[config.mk]
export PLATFORM = sky130hd
export DESIGN_NAME = acis_top
export DESIGN_NICKNAME = d
export VERILOG_FILES = /design/src/design/acis_pkg.sv /design/src/design/acis_route.sv /design/src/design/acis_top.sv
export SDC_FILE = /design/constraint.sdc
export NUM_CORES = 1
export LEC_CHECK = 0
export BUFFER_PORTS_ARGS = -buffer_cell sky130_fd_sc_hd__buf_2
export CORE_MARGIN = 8
export CORE_UTILIZATION = 41
export DETAILED_ROUTE_END_ITERATION = 6
export PLACE_DENSITY = 0.81
export SLEW_MARGIN = 20
export SYNTH_ARGS = -nofsm -noshare
export SYNTH_HDL_FRONTEND = slang
export SYNTH_HIERARCHICAL = 1
export SYNTH_SLANG_ARGS = --single-unit
export TNS_END_PERCENT = 10
[constraint.sdc]
create_clock -name hclk -period 1.8 [get_ports hclk]
set_clock_uncertainty 0.2 [all_clocks]
set_input_delay 0.09 -clock hclk [delete_from_list [all_inputs] [get_ports hclk]]
set_output_delay 0.09 -clock hclk [all_outputs]
set_load 0.02 [all_outputs]
[src/design/acis_pkg.sv]
package acis_pkg;
   localparam logic [31:0] ACIS_SELECT_OFFSET = 32'h0000_0000;
   localparam logic [31:0] ACIS_MODE_OFFSET = 32'h0000_0004;
   localparam logic [31:0] ACIS_ROUTE_OFFSET = 32'h0000_0008;
   localparam int ACIS_SA_BIT = 0;
   localparam int ACIS_NA_LSB = 1;
   localparam int ACIS_SB_BIT = 8;
   localparam int ACIS_NB_LSB = 9;
   localparam logic [15:0] ACIS_SELECT_RESET = 16'h0000;
   localparam logic [15:0] ACIS_SELECT_MASK = 16'h0707;
   // Analog source codes driven onto each channel's mux.
   typedef enum logic [3:0] {
      ACIS_SRC_LOW_REF = 4'h0,
      ACIS_SRC_IN0 = 4'h1,
      ACIS_SRC_IN1 = 4'h2,
      ACIS_SRC_IN2 = 4'h3,
      ACIS_SRC_IN3 = 4'h4,
      ACIS_SRC_IN6 = 4'h5,
      ACIS_SRC_IN7 = 4'h6,
      ACIS_SRC_IN8 = 4'h7,
      ACIS_SRC_IN9 = 4'h8,
      ACIS_SRC_IN10 = 4'h9,
      ACIS_SRC_IN11 = 4'hA,
      ACIS_SRC_AMP1 = 4'hB,
      ACIS_SRC_AMP2 = 4'hC,
      ACIS_SRC_AMP3 = 4'hD
   } acis_src_type;
endpackage : acis_pkg

[src/design/acis_route.sv]
`timescale 1ns/100ps
// Turns a positive and negative select into per-channel source codes.
module acis_route
   import acis_pkg::*;
(
   input wire logic pos_sel,
   input wire logic [1:0] neg_sel,
   input wire logic [2:0] opamp_enable,
   output acis_src_type pos_src [3],
   output acis_src_type neg_src [3]
);
   always_comb begin
      if (pos_sel) begin
         pos_src[0] = opamp_enable[0] ? ACIS_SRC_AMP1 : ACIS_SRC_IN3;
         pos_src[1] = opamp_enable[1] ? ACIS_SRC_AMP2 : ACIS_SRC_IN0;
         pos_src[2] = opamp_enable[2] ? ACIS_SRC_AMP3 : ACIS_SRC_IN6;
      end else begin
         pos_src[0] = opamp_enable[1] ? ACIS_SRC_AMP2 : ACIS_SRC_IN0;
         pos_src[1] = ACIS_SRC_IN1;
         pos_src[2] = ACIS_SRC_IN2;
      end
      unique casez (neg_sel)
         2'b11: begin
            neg_src[0] = ACIS_SRC_IN9;
            neg_src[1] = ACIS_SRC_IN10;
            neg_src[2] = ACIS_SRC_IN11;
         end
         2'b10: begin
            neg_src[0] = opamp_enable[2] ? ACIS_SRC_AMP3 : ACIS_SRC_IN6;
            neg_src[1] = ACIS_SRC_IN7;
            neg_src[2] = ACIS_SRC_IN8;
         end
         2'b0?: begin
            neg_src[0] = ACIS_SRC_LOW_REF;
            neg_src[1] = ACIS_SRC_LOW_REF;
            neg_src[2] = ACIS_SRC_LOW_REF;
         end
      endcase
   end
endmodule : acis_route

[src/design/acis_top.sv]
`timescale 1ns/100ps
// Behaviour
// - MUXB negative field 11 picks inputs 9-11, 10 picks 6-8, 0x low reference.
// - In twelve-bit mode the MUXB negative field reads zero and a write clears it.
// - MUXB positive bit 1 picks op-amp 1/2/3 set, 0 picks 0/1/2 set.
// - In twelve-bit mode the MUXB positive bit reads zero and a write clears it.
// - Bits 2:1 hold the MUXA negative select for channels 1 to 3.
// - In twelve-bit mode the MUXA negative field reads zero and a write clears it.
// - Bits 15:11 read zero and ignore writes.
// - Bits 7:3 read zero and ignore writes.
// - An op-amp output is routed only when that op-amp is enabled.
module acis_top
   import acis_pkg::*;
(
   input wire logic hclk,
   input wire logic hresetn,
   input wire logic hsel,
   input wire logic [31:0] haddr,
   input wire logic [1:0] htrans,
   input wire logic hwrite,
   input wire logic [2:0] hsize,
   input wire logic [31:0] hwdata,
   input wire logic hready,
   output logic [31:0] hrdata,
   output logic hreadyout,
   output logic hresp,
   input wire logic sample_set_b,
   output acis_src_type pos_src [3],
   output acis_src_type neg_src [3]
);
   logic wr_pend_r;
   logic [31:0] wr_addr_r;
   logic [15:0] select_r;
   logic twelve_bit_mode_flag_r;
   logic [2:0] opamp_enable_r;
   logic [15:0] select_view;
   logic [31:0] rd_nxt;
   logic pos_sel;
   logic [1:0] neg_sel;

   // Register decode shared by the read and write paths.
   function automatic logic [1:0] acis_decode(input logic [31:0] a);
      if (a == ACIS_SELECT_OFFSET) begin
         acis_decode = 2'h1;
      end else if (a == ACIS_MODE_OFFSET) begin
         acis_decode = 2'h2;
      end else if (a == ACIS_ROUTE_OFFSET) begin
         acis_decode = 2'h3;
      end else begin
         acis_decode = 2'h0;
      end
   endfunction : acis_decode

   assign hreadyout = 1'b1;
   assign hresp = 1'b0;

   // Twelve-bit mode hides every field except the MUXA positive bit.
   always_comb begin
      select_view = select_r & ACIS_SELECT_MASK;
      if (twelve_bit_mode_flag_r) begin
         select_view[ACIS_NB_LSB +: 2] = 2'h0;
         select_view[ACIS_SB_BIT] = 1'b0;
         select_view[ACIS_NA_LSB +: 2] = 2'h0;
      end
   end

   always_ff @(posedge hclk or negedge hresetn) begin
      if (!hresetn) begin
         wr_pend_r <= 1'b0;
         wr_addr_r <= 32'h0000_0000;
      end else if (hready) begin
         wr_pend_r <= hsel && htrans[1] && hwrite;
         wr_addr_r <= haddr;
      end
   end

   // In twelve-bit mode a write keeps only the MUXA positive bit and clears the hidden fields to zero.
   always_ff @(posedge hclk or negedge hresetn) begin
      if (!hresetn) begin
         select_r <= ACIS_SELECT_RESET;
      end else if (wr_pend_r && acis_decode(wr_addr_r) == 2'h1) begin
         if (twelve_bit_mode_flag_r) begin
            select_r <= {15'h0000, hwdata[ACIS_SA_BIT]};
         end else begin
            select_r <= hwdata[15:0] & ACIS_SELECT_MASK;
         end
      end
   end

   always_ff @(posedge hclk or negedge hresetn) begin
      if (!hresetn) begin
         twelve_bit_mode_flag_r <= 1'b0;
         opamp_enable_r <= 3'h0;
      end else if (wr_pend_r) begin
         if (acis_decode(wr_addr_r) == 2'h2) begin
            twelve_bit_mode_flag_r <= hwdata[0];
         end
         if (acis_decode(wr_addr_r) == 2'h3) begin
            opamp_enable_r <= hwdata[2:0];
         end
      end
   end

   always_comb begin
      unique case (acis_decode(haddr))
         2'h1: rd_nxt = {16'h0000, select_view};
         2'h2: rd_nxt = {31'h0000_0000, twelve_bit_mode_flag_r};
         2'h3: rd_nxt = {29'h0000_0000, opamp_enable_r};
         2'h0: rd_nxt = 32'h0000_0000;
      endcase
   end

   always_ff @(posedge hclk or negedge hresetn) begin
      if (!hresetn) begin
         hrdata <= 32'h0000_0000;
      end else if (hready && hsel && htrans[1] && !hwrite) begin
         hrdata <= rd_nxt;
      end
   end

   assign pos_sel = sample_set_b ? select_view[ACIS_SB_BIT] : select_view[ACIS_SA_BIT];
   assign neg_sel = sample_set_b ? select_view[ACIS_NB_LSB +: 2] : select_view[ACIS_NA_LSB +: 2];

   acis_route u_route (
      .pos_sel(pos_sel),
      .neg_sel(neg_sel),
      .opamp_enable(opamp_enable_r),
      .pos_src(pos_src),
      .neg_src(neg_src)
   );
endmodule : acis_top

==> qor.txt, run 1 <==
Critical Path End Type = register
final HPWL from detailed placement = 4317 um
Final Critical Period = 2.027 ns
largest net degree at the start of global routing = 50
ys flop type = dfrtp_1
cell taking the most area after synthesis = dfrtp_1
status = finished, violations left
post-synth cell types = 32
Root Driver = clkbuf_8
Die ar. = 8841 um2
critical path arrival = 2.02 ns
post-synth top area share = 0.4912
Finished Layout Cells = 394
dpl ws = -0.2838 ns
failing checks = setup timing
drt first pass iters = 4
Yosys warning count = 6
CP peak stage delay = 0.42 ns
total grt overflow = 0
1st-iter DRT viols = 86
vias in the first global route = 2099
# rows = 28
ANT nets after route = 0
core area = 5921 um2
Top Ports = 133
Tcrit/Tclk final = 1.126
Setup TNS = -2.059 ns
initial core utilization = 0.4216
DRC viols = 0
asr flop ratio synth = 1.000
RSZ-0062 raised after global routing = true
Max Fclk = 493.4 MHz
Slew HR = 0.5845
TritonCTS Buffers = 5
CP required = 1.79 ns
# H-tree levels = 2
Pleak = 1.688 nW
global-route wire length before repair = 10340 um
Total GRT Usage = 0.1475
Final Max Tran Viols = 0
CTS tree = done
fin util = 0.5900
Setup violations, final = 10
flops & latches, synth = 49
top post-synthesis cells by area = dfrtp_1 49%, mux2_2 18%, buf_4 12%
nets@finish = 393
die width = 94.03 um
layout cell share with drive strength beyond 1 = 0.4890
Hold Path Class = in -> reg
synthesized area = 2496 um2
most common cell in the netlist = dfrtp_1
diode count = 0
Avg Vias per Cell = 4.924
Slowest cell on crit path = dfrtp_1
Clock Latency Late Sink = 0.31 ns
GP Congestion = 0.7476
Placed Instances = 345
critical path buffer and inverter count = 2
Routed WL = 6463 um
most frequent cells after synthesis = 49 x dfrtp_1, 40 x buf_4, 40 x mux2_2
WL per Instance = 16.40 um
port bufs = 72
most used cell, CP = buf_6
initial antenna violation count = 0
final hold vios = 0
crit-path max FO = 6
register area share after synthesis = 0.4912
CTS Sinks = 49
cells after synthesis = 209
worst-path cell chain = nor4_2 > nand4_1 > buf_6 > nor4_4 > buf_6 > mux2_4
setup ws final = -0.2267 ns
Clock Tree Buf Depth = 2
pwr dens = 654.6 nW/um2
Syn Area/Cell = 11.94 um2
kind of critical path = reg -> reg
worst vdd ir = 518.3 uV
CP delay by family, top = simple AND/OR/NAND/NOR gates
clk slew on worst S/H paths = 0.10 ns
Area growth syn-to-layout = 39.95%
vias = 1940
max-cap viol count = 0
final hold slack = 0.01893 ns
Setup crit start kind = register
Die Y = 94.03 um
number of synthesized flops with an enable pin = 0
actual slew at the worst max-slew pin = 0.6233 ns
==> worst min-delay path: stages <==
cell            delay (ns)
dlymetal6s4s_1        0.15
buf_2                 0.11
mux2_2                0.14
==> state kept, by name (all words and copies together), names as in the netlist <==
signal,flops
select_r,6
opamp_enable_r,3
wr_pend_r,1
wr_addr_r,32
twelve_bit_mode_flag_r,1
hrdata,6
==> repair_timing <==
action,CTS,global route
endpoints found under the setup margin,16,32
pin swaps,7,14
hold endpoints to repair,91,0
gates resized for setup,20,25
setup buffers,1,0
hold buffers,40,0
==> area by class of cell <==
class / instances / area (um2)
Clock buffer: 6 / 82.58
Clock inverter: 2 / 17.52
Fill cell: 481 / 2427
Inverter: 6 / 22.52
Multi-Input combinational cell: 134 / 1180
Sequential cell: 49 / 1226
Tap cell: 75 / 93.84
Timing Repair Buffer: 122 / 870.8
==> cells in the final DEF, fill, tap and decap left out, drive strengths merged <==
cell / n
nor4b: 2
nand4b: 1
inv: 7
nor4: 17
nor2: 6
dfrtp: 49
clkinv: 1
o21ai: 5
a21o: 1
o22a: 1
nand2: 3
nand3b: 1
mux2: 41
clkbuf: 6
nand4: 5
a22o: 4
and2: 2
a32o: 3
o21a: 1
dlygate4sd3: 37
a21boi: 1
nor2b: 6
nor3: 1
conb: 30
buf: 82
dlymetal6s4s: 3
mux2i: 3
==> per-layer routing <==
| metal | part of all wire | vias up | GRT usage |
|---|---|---|---|
| met2 | 0.51 | 82 | 0.2573 |
| met3 | 0.10 | 10 | 0.04157 |
| met1 | 0.37 | 957 | 0.1688 |
| li1 | - | 891 | - |
| met5 | 0 | - | 0 |
| met4 | 0.014 | 0 | 0.04888 |
==> metrics by stage <==
stage          power, W  cell area [um2]
2_1_floorplan  0.001438             2596
3_3_place_gp   0.001493             2794
3_5_place_dp   0.001507             2794
4_1_cts        0.002283             3397
5_1_grt        0.002385             3493
6_report       0.002287             3493
==> power by group <==
group	internal (W)	switching, W
combinational	0.000178	0.000176
sequential	0.00117	0.0000578
clock	0.000319	0.000383
==> logic make-up after synthesis <==
group / count (synthesis) / share of synthesized area
AOI/OAI and AO/OA: 16 / 0.04862
buffers and inverters: 52 / 0.1388
DFF: 49 / 0.4912
muxes: 44 / 0.1970
other: 4 / 0.006013
and+or+nand+nor: 44 / 0.1183
==> final timing paths <==
path                            slack, ns                endpoint  cells after the start           from
worst max register to register      -0.23            select_r[10]                      6  wr_addr_r[23]
max in group asynchronous            0.77  twelve_bit_mode_flag_r                      3        hresetn
worst max-delay path                -0.23            select_r[10]                      6  wr_addr_r[23]
worst min-delay path                 0.02           wr_addr_r[13]                      3      haddr[13]
worst min register to register       0.30               hrdata[9]                      1      hrdata[9]
min in group asynchronous            0.21           wr_addr_r[24]                      3        hresetn
Power figures use the tool's default switching activity.
==> run 2: changes to the inputs <==
--- a/config.mk
+++ b/config.mk
@@ -8,6 +8,7 @@
 export BUFFER_PORTS_ARGS = -buffer_cell sky130_fd_sc_hd__buf_2
 export CORE_MARGIN = 8
 export CORE_UTILIZATION = 41
+export CTS_BUF_LIST = sky130_fd_sc_hd__clkbuf_16
 export DETAILED_ROUTE_END_ITERATION = 6
 export PLACE_DENSITY = 0.81
 export SLEW_MARGIN = 20
==> run 2 against run 1 <==
Compared with the run above: the run still ends with setup timing left; clock power up 31%; clock-buffer cell count down 1; combinational power about the same; total power up 9.7%; worst setup slack better by 0.0052 ns; maximum frequency up 0.26%; flip-flop and latch count unchanged; critical endpoint is now select_r[1].
==> qor.txt, run 2 (synthesis results as in run 1) <==
status = finished, violations left
failing checks = setup timing
post-route cell area = 3523 um2 (+0.86%)
1st-iter DRT viols = 63 (-27%)
vias = 1952 (+0.62%)
worst-path cell chain = nor4_2 > nand4_1 > buf_6 > nor4_4 > buf_6 > mux2_4
Die ar. = 8841 um2 (unchanged)
ANT nets after route = 0 (unchanged)
critical path arrival = 1.99 ns (-0.03 ns)
Clock Latency Late Sink = 0.29 ns (-0.02 ns)
pwr dens = 711.8 nW/um2 (+8.7%)
global-route wire length before repair = 10140 um (-1.9%)
Final Critical Period = 2.021 ns (-0.005219 ns)
top flop regs = wr_addr_r: 32 flops, hrdata: 6 flops, select_r: 6 flops
Die Y = 94.03 um (unchanged)
# H-tree levels = 2 (unchanged)
commonest non-fill, non-tap cell in the layout = buf_2
kind of critical path = reg -> reg
total grt overflow = 0 (unchanged)
Total GRT Usage = 0.1420 (-0.005484)
layout cell share with drive strength beyond 1 = 0.4765 (-0.01254)
Tcrit/Tclk final = 1.123 (-0.002899)
initial antenna violation count = 0 (unchanged)
Critical Path End Type = register
Setup crit start kind = register
worst vdd ir = 578.7 uV (+12%)
nets@finish = 393 (unchanged)
die width = 94.03 um (unchanged)
DP Area = 2794 um2 (unchanged)
Avg Vias per Cell = 4.954 (+0.62%)
final HPWL from detailed placement = 4317 um (unchanged)
most frequent cells in the layout = 70 x buf_2, 49 x dfrtp_1, 36 x dlygate4sd3_1
actual slew at the worst max-slew pin = 0.6196 ns (-0.003724 ns)
Clock Tree Buf Depth = 2 (unchanged)
most used cell, CP = buf_6
Final Max Tran Viols = 0 (unchanged)
port bufs = 72 (unchanged)
Routed WL = 6521 um (+0.90%)
final hold vios = 0 (unchanged)
CTS Sinks = 49 (unchanged)
CP required = 1.77 ns (-0.02 ns)
DRC viols = 0 (unchanged)
# rows = 28 (unchanged)
max-cap viol count = 0 (unchanged)
clk slew on worst S/H paths = 0.07 ns (-0.03 ns)
initial core utilization = 0.4216 (unchanged)
crit-path max FO = 6 (unchanged)
CP peak stage delay = 0.41 ns (about the same)
diode count = 0 (unchanged)
drt first pass iters = 4 (unchanged)
GP Congestion = 0.7476 (unchanged)
max reg flops = 32 (unchanged)
Top Ports = 133 (unchanged)
core area = 5921 um2 (unchanged)
Setup TNS = -2.016 ns (+0.04373 ns)
Setup violations, final = 10 (unchanged)
largest net degree at the start of global routing = 50 (unchanged)
TritonCTS Buffers = 5 (unchanged)
WL per Instance = 16.55 um (+0.90%)
CTS tree = done
Slew HR = 0.5870 (+0.002483)
Root Driver = clkbuf_16
RSZ-0062 raised after global routing = true
Slowest cell on crit path = dfrtp_1
setup ws final = -0.2215 ns (+0.005219 ns)
vias in the first global route = 2084 (-0.71%)
Largest Register = wr_addr_r
final hold slack = 0.03682 ns (+0.01789 ns)
Hold Path Class = in -> reg
Max Fclk = 494.7 MHz (+0.26%)
Area growth syn-to-layout = 41.15%
Pleak = 1.705 nW (+0.96%)
==> run 2: worst paths after layout <==
path | slack, ns | cells after the start | startpoint | to
worst max-delay path | -0.22 | 6 | wr_addr_r[23] | select_r[1]
worst min-delay path | 0.04 | 3 | haddr[24] | wr_addr_r[24]
worst max register to register | -0.22 | 6 | wr_addr_r[23] | select_r[1]
worst min register to register | 0.30 | 1 | hrdata[9] | hrdata[9]
max in group asynchronous | 0.75 | 3 | hresetn | wr_addr_r[27]
min in group asynchronous | 0.24 | 3 | hresetn | hrdata[1]
==> run 2: per-layer routing <==
metal,vias up,track usage,share of wire,routed length [um]
met3,4,0.04157,0.098,636
met2,79,0.2485,0.52,3369
li1,897,-,-,-
met4,0,0.03170,0.0041,27
met1,972,0.1666,0.38,2488
met5,-,0,0,0
==> run 2: per-stage QoR <==
step	worst slack, ns	total power [W]	utilization	std cells
after floorplan	-0.1130	0.001438	-	235
after global placement	-0.2493	0.001493	0.4719	345
after detailed placement	-0.2838	0.001507	0.4719	345
after CTS	-0.1954	0.002499	0.5769	394
after global routing	-0.2887	0.002606	0.5951	394
final	-0.2215	0.002508	0.5951	394
==> run 2: power by group <==
part           switching [W]  internal (W)
combinational       0.000176      0.000180
clock               0.000401      0.000517
sequential         0.0000589       0.00117
==> run 2: layout make-up <==
| type | count | area [um2] |
|---|---|---|
| flip-flops and latches | 49 | 1226 |
| clock buffers | 5 | 125.1 |
| fillers | 482 | 2397 |
| repair buffers | 122 | 869.6 |
| well taps | 75 | 93.84 |
| clock inverters | 3 | 21.27 |
| multi-input cells | 134 | 1165 |
| inverters | 6 | 22.52 |
==> run 2: timing repair <==
action / CTS / global route
gates resized for setup: 15 / 23
hold buffers: 40 / 0
endpoints found under the setup margin: 16 / 27
setup buffers: 1 / 0
endpoints found under the hold margin: 91 / 0
pin swaps: 6 / 10
==> run 2: worst max-delay path: cells and delay by family (launching register included) <==
family,cells,cell delay (ns)
buffers and inverters,2,0.34
DFF,1,0.41
muxes,1,0.30
and+or+nand+nor,3,0.65
==> run 3: changes to the inputs <==
--- a/config.mk
+++ b/config.mk
@@ -6,11 +6,12 @@
 export NUM_CORES = 1
 export LEC_CHECK = 0
 export BUFFER_PORTS_ARGS = -buffer_cell sky130_fd_sc_hd__buf_2
+export CAP_MARGIN = 20
 export CORE_MARGIN = 8
-export CORE_UTILIZATION = 41
+export CORE_UTILIZATION = 45
 export CTS_BUF_LIST = sky130_fd_sc_hd__clkbuf_16
 export DETAILED_ROUTE_END_ITERATION = 6
-export PLACE_DENSITY = 0.81
+export PLACE_DENSITY = 0.79
 export SLEW_MARGIN = 20
 export SYNTH_ARGS = -nofsm -noshare
 export SYNTH_HDL_FRONTEND = slang
==> constraint.sdc (replaced) <==
create_clock -name hclk -period 2.2 [get_ports hclk]
set_clock_uncertainty 0.2 [all_clocks]
set_input_delay 0.11 -clock hclk [delete_from_list [all_inputs] [get_ports hclk]]
set_output_delay 0.11 -clock hclk [all_outputs]
set_load 0.02 [all_outputs]
==> run 3 against run 2 <==
Compared with the run above: the flow now finishes without violations; die area shrank 7.4%; clock power shrank 19%; clock-buffer cell count is the same; cell area shrank 4.5%; total power shrank 19%; sequential power shrank 19%; hold slack lost 0.027 ns; core utilization grew 2.3 points; critical endpoint is now select_r[10]; largest power group unchanged.
==> qor.txt, run 3 (synthesis results as in run 1) <==
port bufs = 72 (unchanged)
initial antenna violation count = 0 (unchanged)
drt first pass iters = 5 (+1)
DP Area = 2795 um2 (about the same)
DRC viols = 0 (unchanged)
Top Ports = 133 (unchanged)
total grt overflow = 0 (unchanged)
nets@finish = 393 (unchanged)
Die Y = 90.48 um (-3.8%)
Final Critical Period = 2.140 ns (+0.1189 ns)
layout cell share with drive strength beyond 1 = 0.4357 (-0.04075)
TritonCTS Buffers = 5 (unchanged)
Setup crit start kind = register
# rows = 27 (-3.6%)
crit-path max FO = 3 (-3)
combinational fraction of design power = 0.138 (-0.004)
kind of critical path = reg -> reg
# Post-CTS Setup Buffers = 0 (-1)
diode count = 0 (unchanged)
1st-iter DRT viols = 66 (+4.8%)
Area growth syn-to-layout = 34.79%
final hold slack = 0.009601 ns (-0.02722 ns)
Filler Cells Inserted = 434 (-10%)
Max Fclk = 467.2 MHz (-5.6%)
vias = 1892 (-3.1%)
worst vdd ir = 573.8 uV (-0.85%)
ANT nets after route = 0 (unchanged)
Setup violations, final = 0 (-10)
Final Max Tran Viols = 0 (unchanged)
max reg flops = 32 (unchanged)
Root Driver = clkbuf_16
Total GRT Usage = 0.1464 (+0.004406)
area taken by multi-input logic gates = 1046 um2 (-10%)
clock group share of total power = 0.366 (about the same)
pwr dens = 600.5 nW/um2 (-16%)
Die ar. = 8187 um2 (-7.4%)
Clock Tree Buf Depth = 2 (unchanged)
core area = 5439 um2 (-8.1%)
WL per Instance = 15.68 um (-5.3%)
Largest Register = wr_addr_r
die width = 90.48 um (-3.8%)
CTS Sinks = 49 (unchanged)
largest net degree at the start of global routing = 25 (-50%)
Tcrit/Tclk final = 0.9729 (-0.1501)
max-cap viol count = 0 (unchanged)
# H-tree levels = 2 (unchanged)
Flop pwr share = 0.497 (+0.005)
Clock Latency Late Sink = 0.28 ns (about the same)
Avg Vias per Cell = 4.839 (-2.3%)
CTS tree = done
status = finished clean
top flop regs = wr_addr_r: 32 flops, hrdata: 6 flops, select_r: 6 flops
internal cell power = 0.001520 W (-19%)
commonest non-fill, non-tap cell in the layout = buf_2
critical path arrival = 2.11 ns (+0.12 ns)
final hold vios = 0 (unchanged)
Routed WL = 6130 um (-6.0%)
global-route wire length before repair = 9901 um (-2.3%)
post-route cell area = 3364 um2 (-4.5%)
Critical Path End Type = register
clk slew on worst S/H paths = 0.06 ns (about the same)
GP Congestion = 0.7393 (-1.1%)
Hold Path Class = in -> reg
CP required = 2.16 ns (+0.39 ns)
vias in the first global route = 2061 (-1.1%)
most frequent cells in the layout = 72 x buf_2, 49 x dfrtp_1, 40 x mux2_2, 40 x dlygate4sd3_1, 30 x conb_1
FF/Latch Area = 1226 um2 (unchanged)
Sw Ratio = 0.2478 (-0.005884)
Pleak = 1.636 nW (-4.0%)
initial core utilization = 0.4589 (+0.03734)
net switching power = 0.0005007 W (-21%)
final HPWL from detailed placement = 4259 um (-1.3%)
run 3: critical path, cell delays in order, from the launching register on:
cell	delay (ns)
dfrtp_1	0.41
nor4_2	0.35
nand4_1	0.15
buf_4	0.18
nor4_4	0.22
buf_4	0.17
mux2_2	0.33
run 3: metrics by stage:
| stage | instances | total power (W) | setup TNS, ns | util | worst slack [ns] |
|---|---|---|---|---|---|
| floorplan | 235 | 0.001176 | 0 | - | 0.2616 |
| detailed placement | 343 | 0.001230 | 0 | 0.5139 | 0.08455 |
| CTS | 391 | 0.002022 | 0 | 0.6140 | 0.07006 |
| global route | 391 | 0.002111 | -0.07378 | 0.6186 | -0.02311 |
| global placement | 343 | 0.001222 | 0 | 0.5139 | 0.1244 |
| finish | 391 | 0.002020 | 0 | 0.6186 | 0.05958 |
run 3: power groups by stage:
stage | clock network, W | registers, W | logic [W]
3_3_place_gp | 0 | 0.00101 | 0.000212
6_report | 0.000739 | 0.00100 | 0.000278
4_1_cts | 0.000754 | 0.000996 | 0.000272
2_1_floorplan | 0 | 0.00100 | 0.000173
3_5_place_dp | 0 | 0.00101 | 0.000217
5_1_grt | 0.000799 | 0.00101 | 0.000303
run 3: final timing paths:
check                                   start       endpoint  slack [ns]  cells after the start
worst min register to register     hrdata[10]     hrdata[10]        0.29                      1
worst max-delay path            wr_addr_r[17]   select_r[10]        0.06                      6
min in group asynchronous             hresetn  wr_addr_r[10]        0.17                      3
max in group asynchronous             hresetn   wr_addr_r[5]        1.08                      3
worst min-delay path                hwdata[8]    select_r[8]        0.01                      3
worst max register to register  wr_addr_r[17]   select_r[10]        0.06                      6
run 3: final cells by class:
| class | count | area share |
|---|---|---|
| timing repair buffer | 122 | 0.2484 |
| tap | 72 | 0.02678 |
| multi-input combinational | 134 | 0.3109 |
| sequential | 49 | 0.3644 |
| clock inverter | 3 | 0.005578 |
| clock buffer | 5 | 0.03719 |
| inverter | 6 | 0.006694 |
run 3: timing repair:
item / in CTS / in global routing
hold buffers: 40 / 0
resized for setup: 0 / 5
setup endpoints to repair: 0 / 10
endpoints found under the hold margin: 89 / 0
run 3: per-layer routing:
layer,up-vias,track usage,share of wire
met5,-,0,0
met4,0,0.04022,0.012
met3,6,0.07980,0.097
met2,80,0.2436,0.50
met1,908,0.1565,0.40
li1,898,-,-
